$ cat config.mk
export PLATFORM = sky130hd
export DESIGN_NAME = smp_ctrl
export DESIGN_NICKNAME = d
export VERILOG_FILES = /design/src/core/smp_pkg.sv /design/src/core/smp_table.sv /design/src/core/smp_ctrl.sv
export SDC_FILE = /design/constraint.sdc
export NUM_CORES = 1
export LEC_CHECK = 0
export BUFFER_PORTS_ARGS = -buffer_cell sky130_fd_sc_hd__buf_2
export CORE_MARGIN = 1
export CORE_UTILIZATION = 60
export CTS_BUF_LIST = sky130_fd_sc_hd__clkbuf_16
export CTS_CLUSTER_SIZE = 28
export DETAILED_ROUTE_END_ITERATION = 16
export PLACE_DENSITY_LB_ADDON = 0.25
export SETUP_SLACK_MARGIN = 0.15
export SYNTH_ARGS = -nofsm -noshare
export SYNTH_HDL_FRONTEND = slang
export SYNTH_HIERARCHICAL = 1
export SYNTH_SLANG_ARGS = --single-unit
$ cat constraint.sdc
create_clock -name sys_clk_i -period 27.1 [get_ports sys_clk_i]
set_clock_uncertainty 0.05 [all_clocks]
set_input_delay 4.065 -clock sys_clk_i [delete_from_list [all_inputs] [get_ports sys_clk_i]]
set_output_delay 4.065 -clock sys_clk_i [all_outputs]
set_load 0.05 [all_outputs]
$ cat src/core/smp_pkg.sv
package smp_pkg;

  // Register port widths
  localparam int ADDR_W = 8;
  localparam int DATA_W = 8;

  // Register offsets
  localparam logic [7:0] OFF_CTRL = 8'h08;
  localparam logic [7:0] OFF_SUM_LSB = 8'h09;
  localparam logic [7:0] OFF_SUM_MSB = 8'h0A;
  localparam logic [7:0] OFF_STATUS = 8'h10;

  // Control register field positions
  localparam int CTRL_INDEX_LSB = 4;
  localparam int CTRL_PEND_BIT = 3;
  localparam int CTRL_EN_BIT = 2;
  localparam int CTRL_ACT_BIT = 1;
  localparam int CTRL_INV_BIT = 0;

  // Status register field positions
  localparam int STAT_HIT_BIT = 0;
  localparam int STAT_SEL_VALID_BIT = 1;
  localparam int STAT_COUNT_LSB = 3;

  // Table geometry
  localparam int TABLE_DEPTH = 16;
  localparam int INDEX_W = 4;
  localparam int SUM_W = 16;
  localparam int COUNT_W = 5;

  // Reset values
  localparam logic [3:0] INDEX_RESET = 4'h0;
  localparam logic PEND_RESET = 1'b0;
  localparam logic EN_RESET = 1'b0;
  localparam logic [15:0] SUM_RESET = 16'h0000;
  localparam logic [7:0] RDATA_RESET = 8'h00;

  // Data request packet seen by the receiver, with its source checksum
  typedef struct packed {
    logic valid;
    logic [SUM_W-1:0] checksum;
  } smp_req_t;

  // Software-held control fields
  typedef struct packed {
    logic [INDEX_W-1:0] index;
    logic sw_pend;
    logic enable;
  } smp_ctrl_t;

  // One-cycle table commands decoded from register writes
  typedef struct packed {
    logic wr_lo;
    logic wr_hi;
    logic activate;
    logic invalidate;
    logic [7:0] data;
  } smp_cmd_t;

  // Lookup outcome
  typedef struct packed {
    logic done;
    logic hit;
    logic [INDEX_W-1:0] idx;
  } smp_result_t;

endpackage : smp_pkg

$ cat src/core/smp_table.sv
module smp_table #(
  parameter int DEPTH = smp_pkg::TABLE_DEPTH,
  parameter int IDX_W = smp_pkg::INDEX_W,
  parameter int SUM_W = smp_pkg::SUM_W
) (
  input wire logic sys_clk_i,
  input wire logic rst_i,
  input wire logic [IDX_W-1:0] sel_index_i,
  input wire smp_pkg::smp_cmd_t cmd_i,
  input wire smp_pkg::smp_req_t req_i,
  output logic [SUM_W-1:0] sel_sum_o,
  output logic [DEPTH-1:0] valid_o,
  output logic hit_o,
  output logic [IDX_W-1:0] hit_idx_o
);

  logic [SUM_W-1:0] sum_q [DEPTH];
  logic [SUM_W-1:0] sum_d [DEPTH];
  logic [DEPTH-1:0] valid_q;
  logic [DEPTH-1:0] valid_d;

  // Byte writes and valid flag changes touch only the selected entry
  always_comb begin
    valid_d = valid_q;
    for (int i = 0; i < DEPTH; i++) begin
      sum_d[i] = sum_q[i];
    end
    if (cmd_i.wr_lo) begin
      sum_d[sel_index_i][7:0] = cmd_i.data;
    end
    if (cmd_i.wr_hi) begin
      sum_d[sel_index_i][SUM_W-1:8] = cmd_i.data;
    end
    if (cmd_i.activate) begin
      valid_d[sel_index_i] = 1'b1;
    end
    // Invalidate wins when both are written, so a stale entry never matches
    if (cmd_i.invalidate) begin
      valid_d[sel_index_i] = 1'b0;
    end
  end

  // Table storage; valid flags clear at reset
  always_ff @(posedge sys_clk_i or posedge rst_i) begin
    if (rst_i) begin
      valid_q <= '0;
      for (int i = 0; i < DEPTH; i++) begin
        sum_q[i] <= smp_pkg::SUM_RESET;
      end
    end else begin
      valid_q <= valid_d;
      for (int i = 0; i < DEPTH; i++) begin
        sum_q[i] <= sum_d[i];
      end
    end
  end

  // Compare only valid entries; lowest matching index reported
  always_comb begin
    hit_o = 1'b0;
    hit_idx_o = '0;
    for (int i = DEPTH - 1; i >= 0; i--) begin
      if (valid_q[i] && (sum_q[i] == req_i.checksum)) begin // see
        hit_o = req_i.valid;
        hit_idx_o = IDX_W'(i);
      end
    end
  end

  assign sel_sum_o = sum_q[sel_index_i];
  assign valid_o = valid_q;

endmodule : smp_table

$ cat src/core/smp_ctrl.sv
// Overview of operation
// Control bits 7..4 hold the index selecting one table entry.
// Matching off: acknowledge pending bit copies the software pending bit.
// Matching on: pending bit comes from table lookup, software bit ignored.
// Control bit 2 enables source address matching.
// Writing one to bit 1 marks the selected entry valid.
// Valid entries are compared on each received data request packet.
// Bit 1 is write-only, self-clearing; zero does nothing; reads zero.
// Writing one to bit 0 marks the selected entry invalid.
// Invalid entries are not compared against data requests.
// Bit 0 is write-only, self-clearing; zero does nothing; reads zero.
// Software selects index, writes both checksum bytes, then activates.
// Checksum reads return the selected entry's 16-bit value.
// Sixteen entries with checksum and valid flag; flags cleared at reset.
//
// Decided for this implementation: the strobed register port.
module smp_ctrl #(
  parameter int DEPTH = smp_pkg::TABLE_DEPTH,
  parameter int IDX_W = smp_pkg::INDEX_W,
  parameter int SUM_W = smp_pkg::SUM_W
) (
  input wire logic sys_clk_i,
  input wire logic rst_i,
  // Register port
  input wire logic [smp_pkg::ADDR_W-1:0] reg_addr_i,
  input wire logic [smp_pkg::DATA_W-1:0] reg_wdata_i,
  input wire logic reg_wr_i,
  input wire logic reg_rd_i,
  output logic [smp_pkg::DATA_W-1:0] reg_rdata_o,
  // Received data request packets from the receive path
  input wire smp_pkg::smp_req_t req_i,
  // Frame pending bit for the next auto-sent acknowledge
  output logic ack_pending_o,
  // Lookup result of the most recent data request received while matching is enabled
  output logic lookup_done_o,
  output logic lookup_hit_o,
  output logic [IDX_W-1:0] lookup_idx_o,
  // Match enable control field and valid entry count, mirrored for the rest of the modem
  output logic src_match_enable_o,
  output logic [smp_pkg::COUNT_W-1:0] active_count_o
);

  // Register decode
  logic sel_ctrl;
  logic sel_lsb;
  logic sel_msb;
  logic sel_status;

  // Control state
  smp_pkg::smp_ctrl_t ctrl_q;
  smp_pkg::smp_ctrl_t ctrl_d;

  // Table command pulses for this cycle
  smp_pkg::smp_cmd_t cmd;

  // Table outputs
  logic [SUM_W-1:0] sel_sum;
  logic [DEPTH-1:0] valid_vec;
  logic tbl_hit;
  logic [IDX_W-1:0] tbl_hit_idx;

  // Lookup and acknowledge state
  smp_pkg::smp_result_t res_q;
  smp_pkg::smp_result_t res_d;
  logic last_hit_q;
  logic last_hit_d;
  logic pend_q;
  logic pend_d;

  // Readback state
  logic [smp_pkg::DATA_W-1:0] rdata_q;
  logic [smp_pkg::DATA_W-1:0] rdata_d;
  logic [smp_pkg::COUNT_W-1:0] count_q;
  logic [smp_pkg::COUNT_W-1:0] count_d;

  // Address decoding
  always_comb begin
    sel_ctrl = 1'b0;
    sel_lsb = 1'b0;
    sel_msb = 1'b0;
    sel_status = 1'b0;
    if (reg_addr_i == smp_pkg::OFF_CTRL) begin
      sel_ctrl = 1'b1;
    end else if (reg_addr_i == smp_pkg::OFF_SUM_LSB) begin
      sel_lsb = 1'b1;
    end else if (reg_addr_i == smp_pkg::OFF_SUM_MSB) begin
      sel_msb = 1'b1;
    end else if (reg_addr_i == smp_pkg::OFF_STATUS) begin
      sel_status = 1'b1;
    end
  end

  // Control register next value; bits 1 and 0 are never stored
  always_comb begin
    ctrl_d = ctrl_q;
    if (reg_wr_i && sel_ctrl) begin
      ctrl_d.index = reg_wdata_i[smp_pkg::CTRL_INDEX_LSB +: IDX_W];
      ctrl_d.sw_pend = reg_wdata_i[smp_pkg::CTRL_PEND_BIT];
      ctrl_d.enable = reg_wdata_i[smp_pkg::CTRL_EN_BIT];
    end
  end

  // Control register
  always_ff @(posedge sys_clk_i or posedge rst_i) begin
    if (rst_i) begin
      ctrl_q.index <= smp_pkg::INDEX_RESET;
      ctrl_q.sw_pend <= smp_pkg::PEND_RESET;
      ctrl_q.enable <= smp_pkg::EN_RESET;
    end else begin
      ctrl_q <= ctrl_d;
    end
  end

  // Table commands act on the index already held, not the one in the
  // same write; software must select the index in an earlier write
  always_comb begin
    cmd.wr_lo = reg_wr_i && sel_lsb;
    cmd.wr_hi = reg_wr_i && sel_msb;
    cmd.activate = reg_wr_i && sel_ctrl && reg_wdata_i[smp_pkg::CTRL_ACT_BIT];
    cmd.invalidate = reg_wr_i && sel_ctrl && reg_wdata_i[smp_pkg::CTRL_INV_BIT];
    cmd.data = reg_wdata_i;
  end

  // Source address table with its comparators
  smp_table #(
    .DEPTH(DEPTH),
    .IDX_W(IDX_W),
    .SUM_W(SUM_W)
  ) u_table (
    .sys_clk_i(sys_clk_i),
    .rst_i(rst_i),
    .sel_index_i(ctrl_q.index),
    .cmd_i(cmd),
    .req_i(req_i),
    .sel_sum_o(sel_sum),
    .valid_o(valid_vec),
    .hit_o(tbl_hit),
    .hit_idx_o(tbl_hit_idx)
  );

  // Lookup result; a lookup runs only while matching is enabled
  always_comb begin
    res_d.done = 1'b0;
    res_d.hit = res_q.hit;
    res_d.idx = res_q.idx;
    last_hit_d = last_hit_q;
    if (req_i.valid && ctrl_q.enable) begin
      res_d.done = 1'b1;
      res_d.hit = tbl_hit;
      res_d.idx = tbl_hit_idx;
      last_hit_d = tbl_hit;
    end
  end

  // Frame pending source: software bit or lookup outcome. The new lookup
  // feeds the bit in the same edge so an acknowledge never sees a stale hit
  always_comb begin
    if (ctrl_q.enable) begin
      pend_d = last_hit_d;
    end else begin
      pend_d = ctrl_q.sw_pend;
    end
  end

  // Lookup and acknowledge registers
  always_ff @(posedge sys_clk_i or posedge rst_i) begin
    if (rst_i) begin
      res_q <= '0;
      last_hit_q <= 1'b0;
      pend_q <= 1'b0;
    end else begin
      res_q <= res_d;
      last_hit_q <= last_hit_d;
      pend_q <= pend_d;
    end
  end

  // Number of valid entries, shown in the status register
  always_comb begin
    count_d = '0;
    for (int i = 0; i < DEPTH; i++) begin
      count_d = count_d + smp_pkg::COUNT_W'(valid_vec[i]);
    end
  end

  // Count register, lags the table by one cycle
  always_ff @(posedge sys_clk_i or posedge rst_i) begin
    if (rst_i) begin
      count_q <= '0;
    end else begin
      count_q <= count_d;
    end
  end

  // Read data stands only in the cycle after the strobe; unmapped reads
  // return zero. Self-clearing bits 1 and 0 always read as zero
  always_comb begin
    rdata_d = smp_pkg::RDATA_RESET;
    if (reg_rd_i) begin
      if (sel_ctrl) begin
        rdata_d[smp_pkg::CTRL_INDEX_LSB +: IDX_W] = ctrl_q.index;
        rdata_d[smp_pkg::CTRL_PEND_BIT] = ctrl_q.sw_pend;
        rdata_d[smp_pkg::CTRL_EN_BIT] = ctrl_q.enable;
      end else if (sel_lsb) begin
        rdata_d = sel_sum[7:0];
      end else if (sel_msb) begin
        rdata_d = sel_sum[SUM_W-1:8];
      end else if (sel_status) begin
        rdata_d[smp_pkg::STAT_HIT_BIT] = last_hit_q;
        rdata_d[smp_pkg::STAT_SEL_VALID_BIT] = valid_vec[ctrl_q.index];
        rdata_d[smp_pkg::STAT_COUNT_LSB +: smp_pkg::COUNT_W] = count_q;
      end
    end
  end

  // Read data register
  always_ff @(posedge sys_clk_i or posedge rst_i) begin
    if (rst_i) begin
      rdata_q <= smp_pkg::RDATA_RESET;
    end else begin
      rdata_q <= rdata_d;
    end
  end

  // Outputs straight from flip-flops
  assign reg_rdata_o = rdata_q;
  assign ack_pending_o = pend_q;
  assign lookup_done_o = res_q.done;
  assign lookup_hit_o = res_q.hit;
  assign lookup_idx_o = res_q.idx;
  assign src_match_enable_o = ctrl_q.enable;
  assign active_count_o = count_q;

endmodule : smp_ctrl

* After elaboration in Yosys (flattened, before gate mapping)
Cells that the tools add are included.
** Storage, ports and cells
- Bits in registers :: 299
- Output and inout bits :: 21
- Logic and storage cells :: 165
** Operators by class
- $add $sub $neg :: 15
- $lt $le $gt $ge :: 4
- Eq/ne operators :: 20
- Muxes and demuxes :: 71
- Bitwise gates (word level) :: 4
- Reductions and logical operators :: 24
** Operators with widths (number)
- $bwmux 256 :: 2
- $mux 256 :: 2
- $eq 16x16->1 :: 16
- $demux 16 s4 :: 2
- $mux 16 :: 5
- $bmux 16 s4 :: 1
- $mux 4 :: 16
- $add 5x1->5 :: 11
- $mux 1 :: 31
- $eq 8x4->1 const B :: 3
- $logic_and 1x1->1 :: 24
- $mux 8 :: 3
- $and 16x16->16 :: 1
- $not 16->16 :: 1
- $or 16x16->16 :: 1
- $mux 6 :: 2
- $mux 5 :: 2
- $eq 8x5->1 const B :: 1
- $mux 2 :: 3
- $add 4x1->5 :: 1
- $ge 5x5->1 const B :: 1
- $lt 4x5->1 const B :: 1
- $lt 5x1->1 const B :: 1
- $not 4->5 :: 1
- other kinds (6) :: 6

* Depth between registers and ports, before layout
Gate-level depths: netlist of run 1.
- Word-level depth :: 20
- Gate-level depth with buffers :: 13
- Gate-level depth less buffers :: 12

* Hierarchy
Netlist of run 1, hierarchy kept.
** Modules (own cells, without submodules)
- smp_table :: times used 1, cells an instance 1164, area each 15446.1 um2
- smp_ctrl :: times used 1, cells an instance 152, area each 1746.7 um2

* Least setup slack after synthesis of run 1
OpenSTA, ideal clock, no wires.
- Path type :: input to register
- Start :: input reg_addr_i[7] in the netlist's numbering
- End :: register u_table/sum_q[160] in the netlist's numbering
- Library setup time :: 0.125 ns
- Arrival :: 6.072 ns
- Required time :: 26.925 ns
- Slack :: 20.854 ns
- Stages on the path :: 7
- Path through :: nor4_4 > and3_4 > and3_2 > clkbuf_1 > nand2_1 > nor2_1 > mux2_2
** RTL lines
- from (decl) :: line smp_ctrl.sv:25 : input wire logic [smp_pkg::ADDR_W-1:0] reg_addr_i,
- to (signal, indexed assignment) :: line smp_table.sv:48 : sum_q[i] <= smp_pkg::SUM_RESET;
- to (signal, indexed assignment) :: line smp_table.sv:53 : sum_q[i] <= sum_d[i];
- to (decl) :: line smp_table.sv:17 : logic [SUM_W-1:0] sum_q [DEPTH];

* Worst setup path after layout of run 1
- Start :: input req_i[15] in the netlist's numbering
- End :: register pend_q, in the netlist ack_pending_o
** On the way
- Longest elaborated chain between the ends :: 20
- Elaborated cells on any way between the ends :: 50
** Ends and longest elaborated chain
- from (decl) :: line smp_ctrl.sv:31 : input wire smp_pkg::smp_req_t req_i,
- $eq 16x16->1 :: line smp_table.sv:63 : if (valid_q[i] && (sum_q[i] == req_i.checksum)) begin
- $logic_and 1x1->1 :: line smp_table.sv:63
- $mux 1 (15 in series) :: line smp_table.sv:63
- $mux 1 * :: line smp_table.sv:63
- net tbl_hit :: line smp_ctrl.sv:59 : logic tbl_hit;
- $mux 1 * :: line smp_ctrl.sv:147 : if (req_i.valid && ctrl_q.enable) begin
- net last_hit_d :: line smp_ctrl.sv:66 : logic last_hit_d;
- $mux 1 * :: line smp_ctrl.sv:158 : if (ctrl_q.enable) begin
- net pend_d :: line smp_ctrl.sv:68 : logic pend_d;
- to (signal assigned) :: line smp_ctrl.sv:174 : pend_q <= pend_d;
- to (decl) :: line smp_ctrl.sv:67 : logic pend_q;
Mark *: on every way through the listed nets, which the timed path passes. The rest lies on a longest branch.
A chain may end at the register's enable or synchronous reset.

==> results.md, run 1 <==
- Status: finished clean
- DRT iter0 DRCs: 1386
- Num Clock Sinks: 299
- Syn Area/Cell: 13.1 sq um
- Vias in the first global route: 11.7k
- Routability congestion estimate: 0.966
- Critical Path Fanout Max: 16
- Synth Area in Compound Gates: 2.64%
- Placed instance count: 1663
- Synth Area in Adders: 1.53%
- Dpl ws: 19940 ps
- Simple-gate area share of the yosys netlist: 6.74%
- DRC violations left: 0
- NumNets Final: 1373
- H-tree Lvls: 2
- Postcts setup bufs: 0
- Worst Setup Slack, final: 20330 ps
- Area fraction of the dominant cell type after synthesis: 43.5%
- CP max stage cell: nor4_1
- Detailed Place HPWL: 34.0 mm
- Initial antenna violation count: 1
- Reg-to-Reg End: active_count_o[4]
- Multiplexer area fraction after synthesis: 28.8%
- Ports: 58
- Area Overhead vs Synth: 8.16%
- Vert. Die Dim: 171 microns
- DR pass1 iterations: 5
- Worst Hold Class: reg2reg
- Number of buffers created by CTS: 34
- Final ANT Viol Nets: 0
- Most common cell in the netlist: dfrtp_1
- Worst slew margin: 28.9%
- Worst Hold Launch: lookup_hit_o
- Hold Fails Final Rpt: 0
- Reg2reg setup slack: 23530 ps
- Global Route Usage Sum: 35.7%
- Cell count of the worst reg-to-reg path: 10
- Setup crit start kind: primary input
- Post-synth EDFFs: 0
- Post-Syn Area: 17200 sq um
- Ant diodes: 0
- Crit-path most repeated cell: nor4_1
- Max Transition Viols Final: 0
- Finished Layout Cells: 1723
- Hold buffers post-CTS: 0
- # Max-Cap Violations: 0
- Congestion Overflow GR: 0
- Sequential area share after synthesis: 43.5%
- Via count: 11.7k
- FFs w/ async S/R, synth: 100%
- Worst slew pin tran: 1070 ps
- Share of cells above drive strength 1: 35.8%
- Worst path cell trace: buf_2 > xor2_1 > nor4_1 > nand4_1 > nor4_1 > nor4b_1 > and2_1 > a21boi_1 > and3_1 > a21o_1 > mux2_2
- Die width: 171 microns
- CTS tree: yes
- VDD IR max: 0.0000491 V
- CTS root buf: clkbuf_16
- CTS Buffer Depth: 3
- Synth area leader: dfrtp_1
- Mapped Nets: 1368
- I/O Buffers: 57
- RSZ-0062 raised after global routing: false
- Flip-flop and latch count after synthesis: 299
- CP Capture Type: flop
- Leak Pwr: 8.22 nW
- Die footprint: 29300 sq um
- Setup TNS Final: 0 ps
- Cell count after synthesis: 1316
- Clk slew on worst S/H paths: 60 ps
- Worst hold stages: 1
- Post-CTS resize count: 0
- Crit share post-route: 25.0%
- Critical Path AT: 7180 ps
- Fmax: 148 MHz
- Hold path endpoint: lookup_hit_o
- WL/cell: 29.1 microns
- Synth cell count leaders: dfrtp_1 (299), mux2_2 (268), xnor2_1 (213)
- Post-route minimum period: 6770 ps
- Clock latency on the worst-skew pair: 520 ps
- DRT Wirelength: 50.1 mm
- Synth Area in XOR/XNOR: 13.2%
- Synth Flop Type: dfrtp_1
- Filler instances: 2067
- Main combinational cell family by area after synthesis: multiplexers
- Initial Util: 61.4%
- Kind of critical path: in2reg
- Yosys cell types: 58
- Area contributors post-synth: dfrtp_1 (44%), mux2_2 (18%), mux4_2 (11%)
- Synthesis Warnings: 6
- Largest net degree at the start of global routing: 133
- Row cnt: 61
- PD cells: 52.6 nW/um^2
- Highest cell delay on the worst timing path: 710 ps
- First-pass GRT wire length: 75.9 mm
- Vias per std cell: 6.78
- Final setup fails: 0
- Worst Path Required: 27510 ps
- Reg2Reg Launch Point: u_table/valid_o[11]
- Core area: 28000 sq um
[worst max-delay path by stage]
stage,depth (start not counted),from,slack (ps),end
floorplan,1,rst_i,15490,u_table/sum_q[0]
CTS,11,req_i[15],20470,ack_pending_o
detailed placement,11,req_i[15],19940,ack_pending_o
global placement,11,req_i[15],20030,ack_pending_o
finish,11,req_i[15],20330,ack_pending_o
global route,11,req_i[15],20340,ack_pending_o
[routing by layer]
metal	vias to the layer above	share of wire, %	track usage [%]
met2	693	45	53.4
met1	6081	40	50.5
met5	-	0.018	0
met4	2	4.4	15.6
met3	136	10	7.71
li1	4769	-	-
[report_power, final]
group / leakage [nW] / total [mW] / switching, mW / internal, mW
Clock: 0.561 / 0.446 / 0.183 / 0.263
Combinational: 3.49 / 0.0787 / 0.0530 / 0.0257
Sequential: 4.17 / 0.453 / 0.00449 / 0.449
[flip-flops by register name, summed over array words and instances (netlist names)]
signal,cells
active_count_o,5
lookup_idx_o,4
last_hit_q,1
ctrl_q,5
src_match_enable_o,1
reg_rdata_o,8
u_table/sum_q,256
u_table/valid_o,16
lookup_hit_o,1
ack_pending_o,1
lookup_done_o,1
[layout make-up]
| class | count | area [sq um] | share of cell area, % |
|---|---|---|---|
| clock inverter | 23 | 149 | 0.801 |
| clock buffer | 37 | 926 | 4.98 |
| multi-input combinational | 893 | 9100 | 48.9 |
| sequential | 299 | 7490 | 40.3 |
| inverter | 28 | 113 | 0.606 |
| timing repair buffer | 65 | 345 | 1.86 |
| tap | 378 | 473 | 2.54 |
[cell usage in the layout (no fill, tap or decap), types with 3 or more instances in the layout]
cell type,n
a21o_1,3
a21oi_1,12
a22oi_1,5
a31oi_1,25
and2_1,3
and3_1,5
and3_2,3
buf_2,57
buf_4,8
clkbuf_16,37
clkinv_1,6
clkinv_2,5
dfrtp_1,297
fa_1,10
ha_1,5
inv_1,36
mux2_2,268
mux2i_1,7
mux4_2,83
nand2_1,24
nand2b_1,3
nand3_1,25
nand4_1,49
nor2_1,28
nor2b_1,12
nor3_1,4
nor4_1,22
nor4_2,4
nor4_4,3
o2bb2ai_1,5
xnor2_1,213
xor2_1,44
[critical path: cells and delay by family]
kind	cells	cell delay (ps)
AO/OA/AOI/OAI	2	350
XOR/XNOR	1	210
buffers and inverters	1	520
multiplexers	1	150
AND/OR/NAND/NOR	6	1860
[through the flow]
step	utilization (%)	power [mW]	hold WS, ps	instance area (sq um)
floorplan	-	0.517	407	17200
global placement	62.5	0.538	432	17500
detailed placement	62.5	0.538	434	17500
CTS	66.4	0.983	447	18600
global route	66.4	1.01	459	18600
finish	66.4	0.978	439	18600
[logic make-up after synthesis]
family / Yosys count
buffers and inverters: 124
AND/OR/NAND/NOR: 195
AO/OA/AOI/OAI: 67
flip-flops: 299
adder cells (fa/ha/maj): 15
multiplexers: 358
XOR/XNOR: 258
Note: power is estimated with default switching activity, not from simulation.
==> inputs of run 2 (changes only) <==
==> constraint.sdc (replaced) <==
create_clock -name sys_clk_i -period 6.6 [get_ports sys_clk_i]
set_clock_uncertainty 0.05 [all_clocks]
set_input_delay 0.99 -clock sys_clk_i [delete_from_list [all_inputs] [get_ports sys_clk_i]]
set_output_delay 0.99 -clock sys_clk_i [all_outputs]
set_load 0.05 [all_outputs]
==> run 2 against run 1 <==
  * Register-to-register slack got worse by 21000 ps
  * Cell count barely moved
  * Hold slack got worse by 120 ps
  * Die area did not move
  * Final area barely moved
  * Critical path type is now reg2reg
  * Critical endpoint is now reg_rdata_o[6]
  * Largest cell class unchanged
==> results.md, run 2 (synthesis results as in run 1) <==
- CP Capture Type: flop
- RSZ-0062 raised after global routing: false
- Setup crit start kind: flop
- Critical Path AT: 3960 ps (-3220 ps)
- Most frequent cells in the layout: dfrtp_1 (297), mux2_2 (268), xnor2_1 (213)
- Status: finished clean
- First-pass GRT wire length: 75.4 mm (-0.60%)
- Row cnt: 61 (unchanged)
- Number of buffers created by CTS: 34 (unchanged)
- DRT iter0 DRCs: 1357 (-2.1%)
- Critical Path Fanout Max: 47 (+31)
- Hold Fails Final Rpt: 0 (unchanged)
- Clk slew on worst S/H paths: 60 ps (about the same)
- Die footprint: 29300 sq um (unchanged)
- H-tree Lvls: 2 (unchanged)
- Detailed Place HPWL: 34.6 mm (+1.7%)
- PD cells: 216 nW/um^2 (+310%)
- Postcts setup bufs: 0 (unchanged)
- Post-CTS resize count: 0 (unchanged)
- Worst slew pin tran: 1130 ps (+67.5 ps)
- CTS Buffer Depth: 3 (unchanged)
- Num Clock Sinks: 299 (unchanged)
- Most common cell after layout, fill and taps aside: dfrtp_1
- Largest register by flop count: u_table/sum_q
- Setup TNS Final: 0 ps (unchanged)
- Design area: 18600 sq um (about the same)
- Ant diodes: 0 (unchanged)
- Vias per std cell: 6.72 (-0.88%)
- CTS tree: yes
- Max Transition Viols Final: 0 (unchanged)
- Worst Hold Class: in2async
- Ports: 58 (unchanged)
- DRC violations left: 0 (unchanged)
- Crit share post-route: 54.8%
- FF/Latch Area: 7490 sq um (unchanged)
- # Max-Cap Violations: 0 (unchanged)
- Multi-input gate area: 9100 sq um (unchanged)
- VDD IR max: 0.000220 V (+350%)
- Congestion Overflow GR: 0 (unchanged)
- Worst slew margin: 24.4% (-4.5 points)
- Global Route Usage Sum: 35.9% (+0.16 points)
- Kind of critical path: reg2reg
- Post-route minimum period: 3620 ps
- Initial Util: 61.4% (unchanged)
- WL/cell: 29.3 microns (+0.85%)
- Total power: 4.02 mW (+310%)
- Dpl ws: 2620 ps (-17320 ps)
- Largest net degree at the start of global routing: 194 (+46%)
- I/O Buffers: 57 (unchanged)
- Number of flip-flops in the largest register: 256 (unchanged)
- NumNets Final: 1373 (unchanged)
- Final ANT Viol Nets: 0 (unchanged)
- Placed cell areas: 17500 sq um (about the same)
- Via count: 11.6k (-0.94%)
- Core area: 28000 sq um (unchanged)
- Final setup fails: 0 (unchanged)
- CTS root buf: clkbuf_16
- DRT Wirelength: 50.5 mm (+0.79%)
- Worst Setup Slack, final: 2980 ps (-17340 ps)
- Clock latency on the worst-skew pair: 520 ps (about the same)
- Fmax: 276 MHz
- Vert. Die Dim: 171 microns (unchanged)
- Hold buffers post-CTS: 0 (unchanged)
- Filler instances: 2098 (+1.5%)
- Share of cells above drive strength 1: 36.0% (+0.25 points)
- Vias in the first global route: 11.6k (-1.4%)
- Leak Pwr: 8.22 nW (about the same)
- Initial antenna violation count: 0 (-1)
- Worst Path Required: 6940 ps (-20570 ps)
- DR pass1 iterations: 6 (+1)
- Area Overhead vs Synth: 8.15% (about the same)
- Die width: 171 microns (unchanged)
- Routability congestion estimate: 0.956 (-1.1%)
-- run 2: cell type report --
cell class | instances | share of cell area [%]
timing repair buffer | 65 | 1.92
sequential | 299 | 40.3
inverter | 28 | 0.585
multi-input combinational | 893 | 48.9
clock buffer | 35 | 4.71
clock inverter | 24 | 1.02
tap | 378 | 2.54
-- run 2: worst paths after layout --
check	start	endpoint	slack, ps	cells after the start
max in group asynchronous	rst_i	u_table/sum_q[112]	4920	3
worst max register to register	ctrl_q[2]	reg_rdata_o[6]	2980	7
min in group sys_clk_i	lookup_hit_o	lookup_hit_o	450	1
worst min register to register	lookup_hit_o	lookup_hit_o	450	1
worst max-delay path	ctrl_q[2]	reg_rdata_o[6]	2980	7
worst min-delay path	rst_i	u_table/sum_q[186]	320	2
-- run 2: per-layer routing --
layer / up-vias / routed length (microns) / track usage [%]
li1: 4769 / - / -
met1: 6022 / 20800 / 50.5
met2: 648 / 23100 / 55.0
met3: 132 / 4440 / 6.51
met4: 0 / 2140 / 15.4
met5: - / 0 / 0
-- run 2: report_power, final --
group / internal [mW] / total (mW) / switching, mW
combinational: 0.106 / 0.315 / 0.208
clock: 1.08 / 1.84 / 0.763
sequential: 1.84 / 1.87 / 0.0243
-- run 2: stage by stage --
stage	hold WS, ps	cells	util [%]
2_1_floorplan	407	1316	-
3_3_place_gp	435	1663	62.6
3_5_place_dp	439	1663	62.6
4_1_cts	312	1722	66.4
5_1_grt	315	1722	66.4
6_report	324	1722	66.4
-- run 2: critical path: stages, from the launching register on --
cell and delay [ps]:
dfrtp_4 970, buf_4 670, mux4_2 640, mux4_2 500, mux2i_1 190, o2bb2ai_1 150
a22oi_1 220, nor2b_1 60
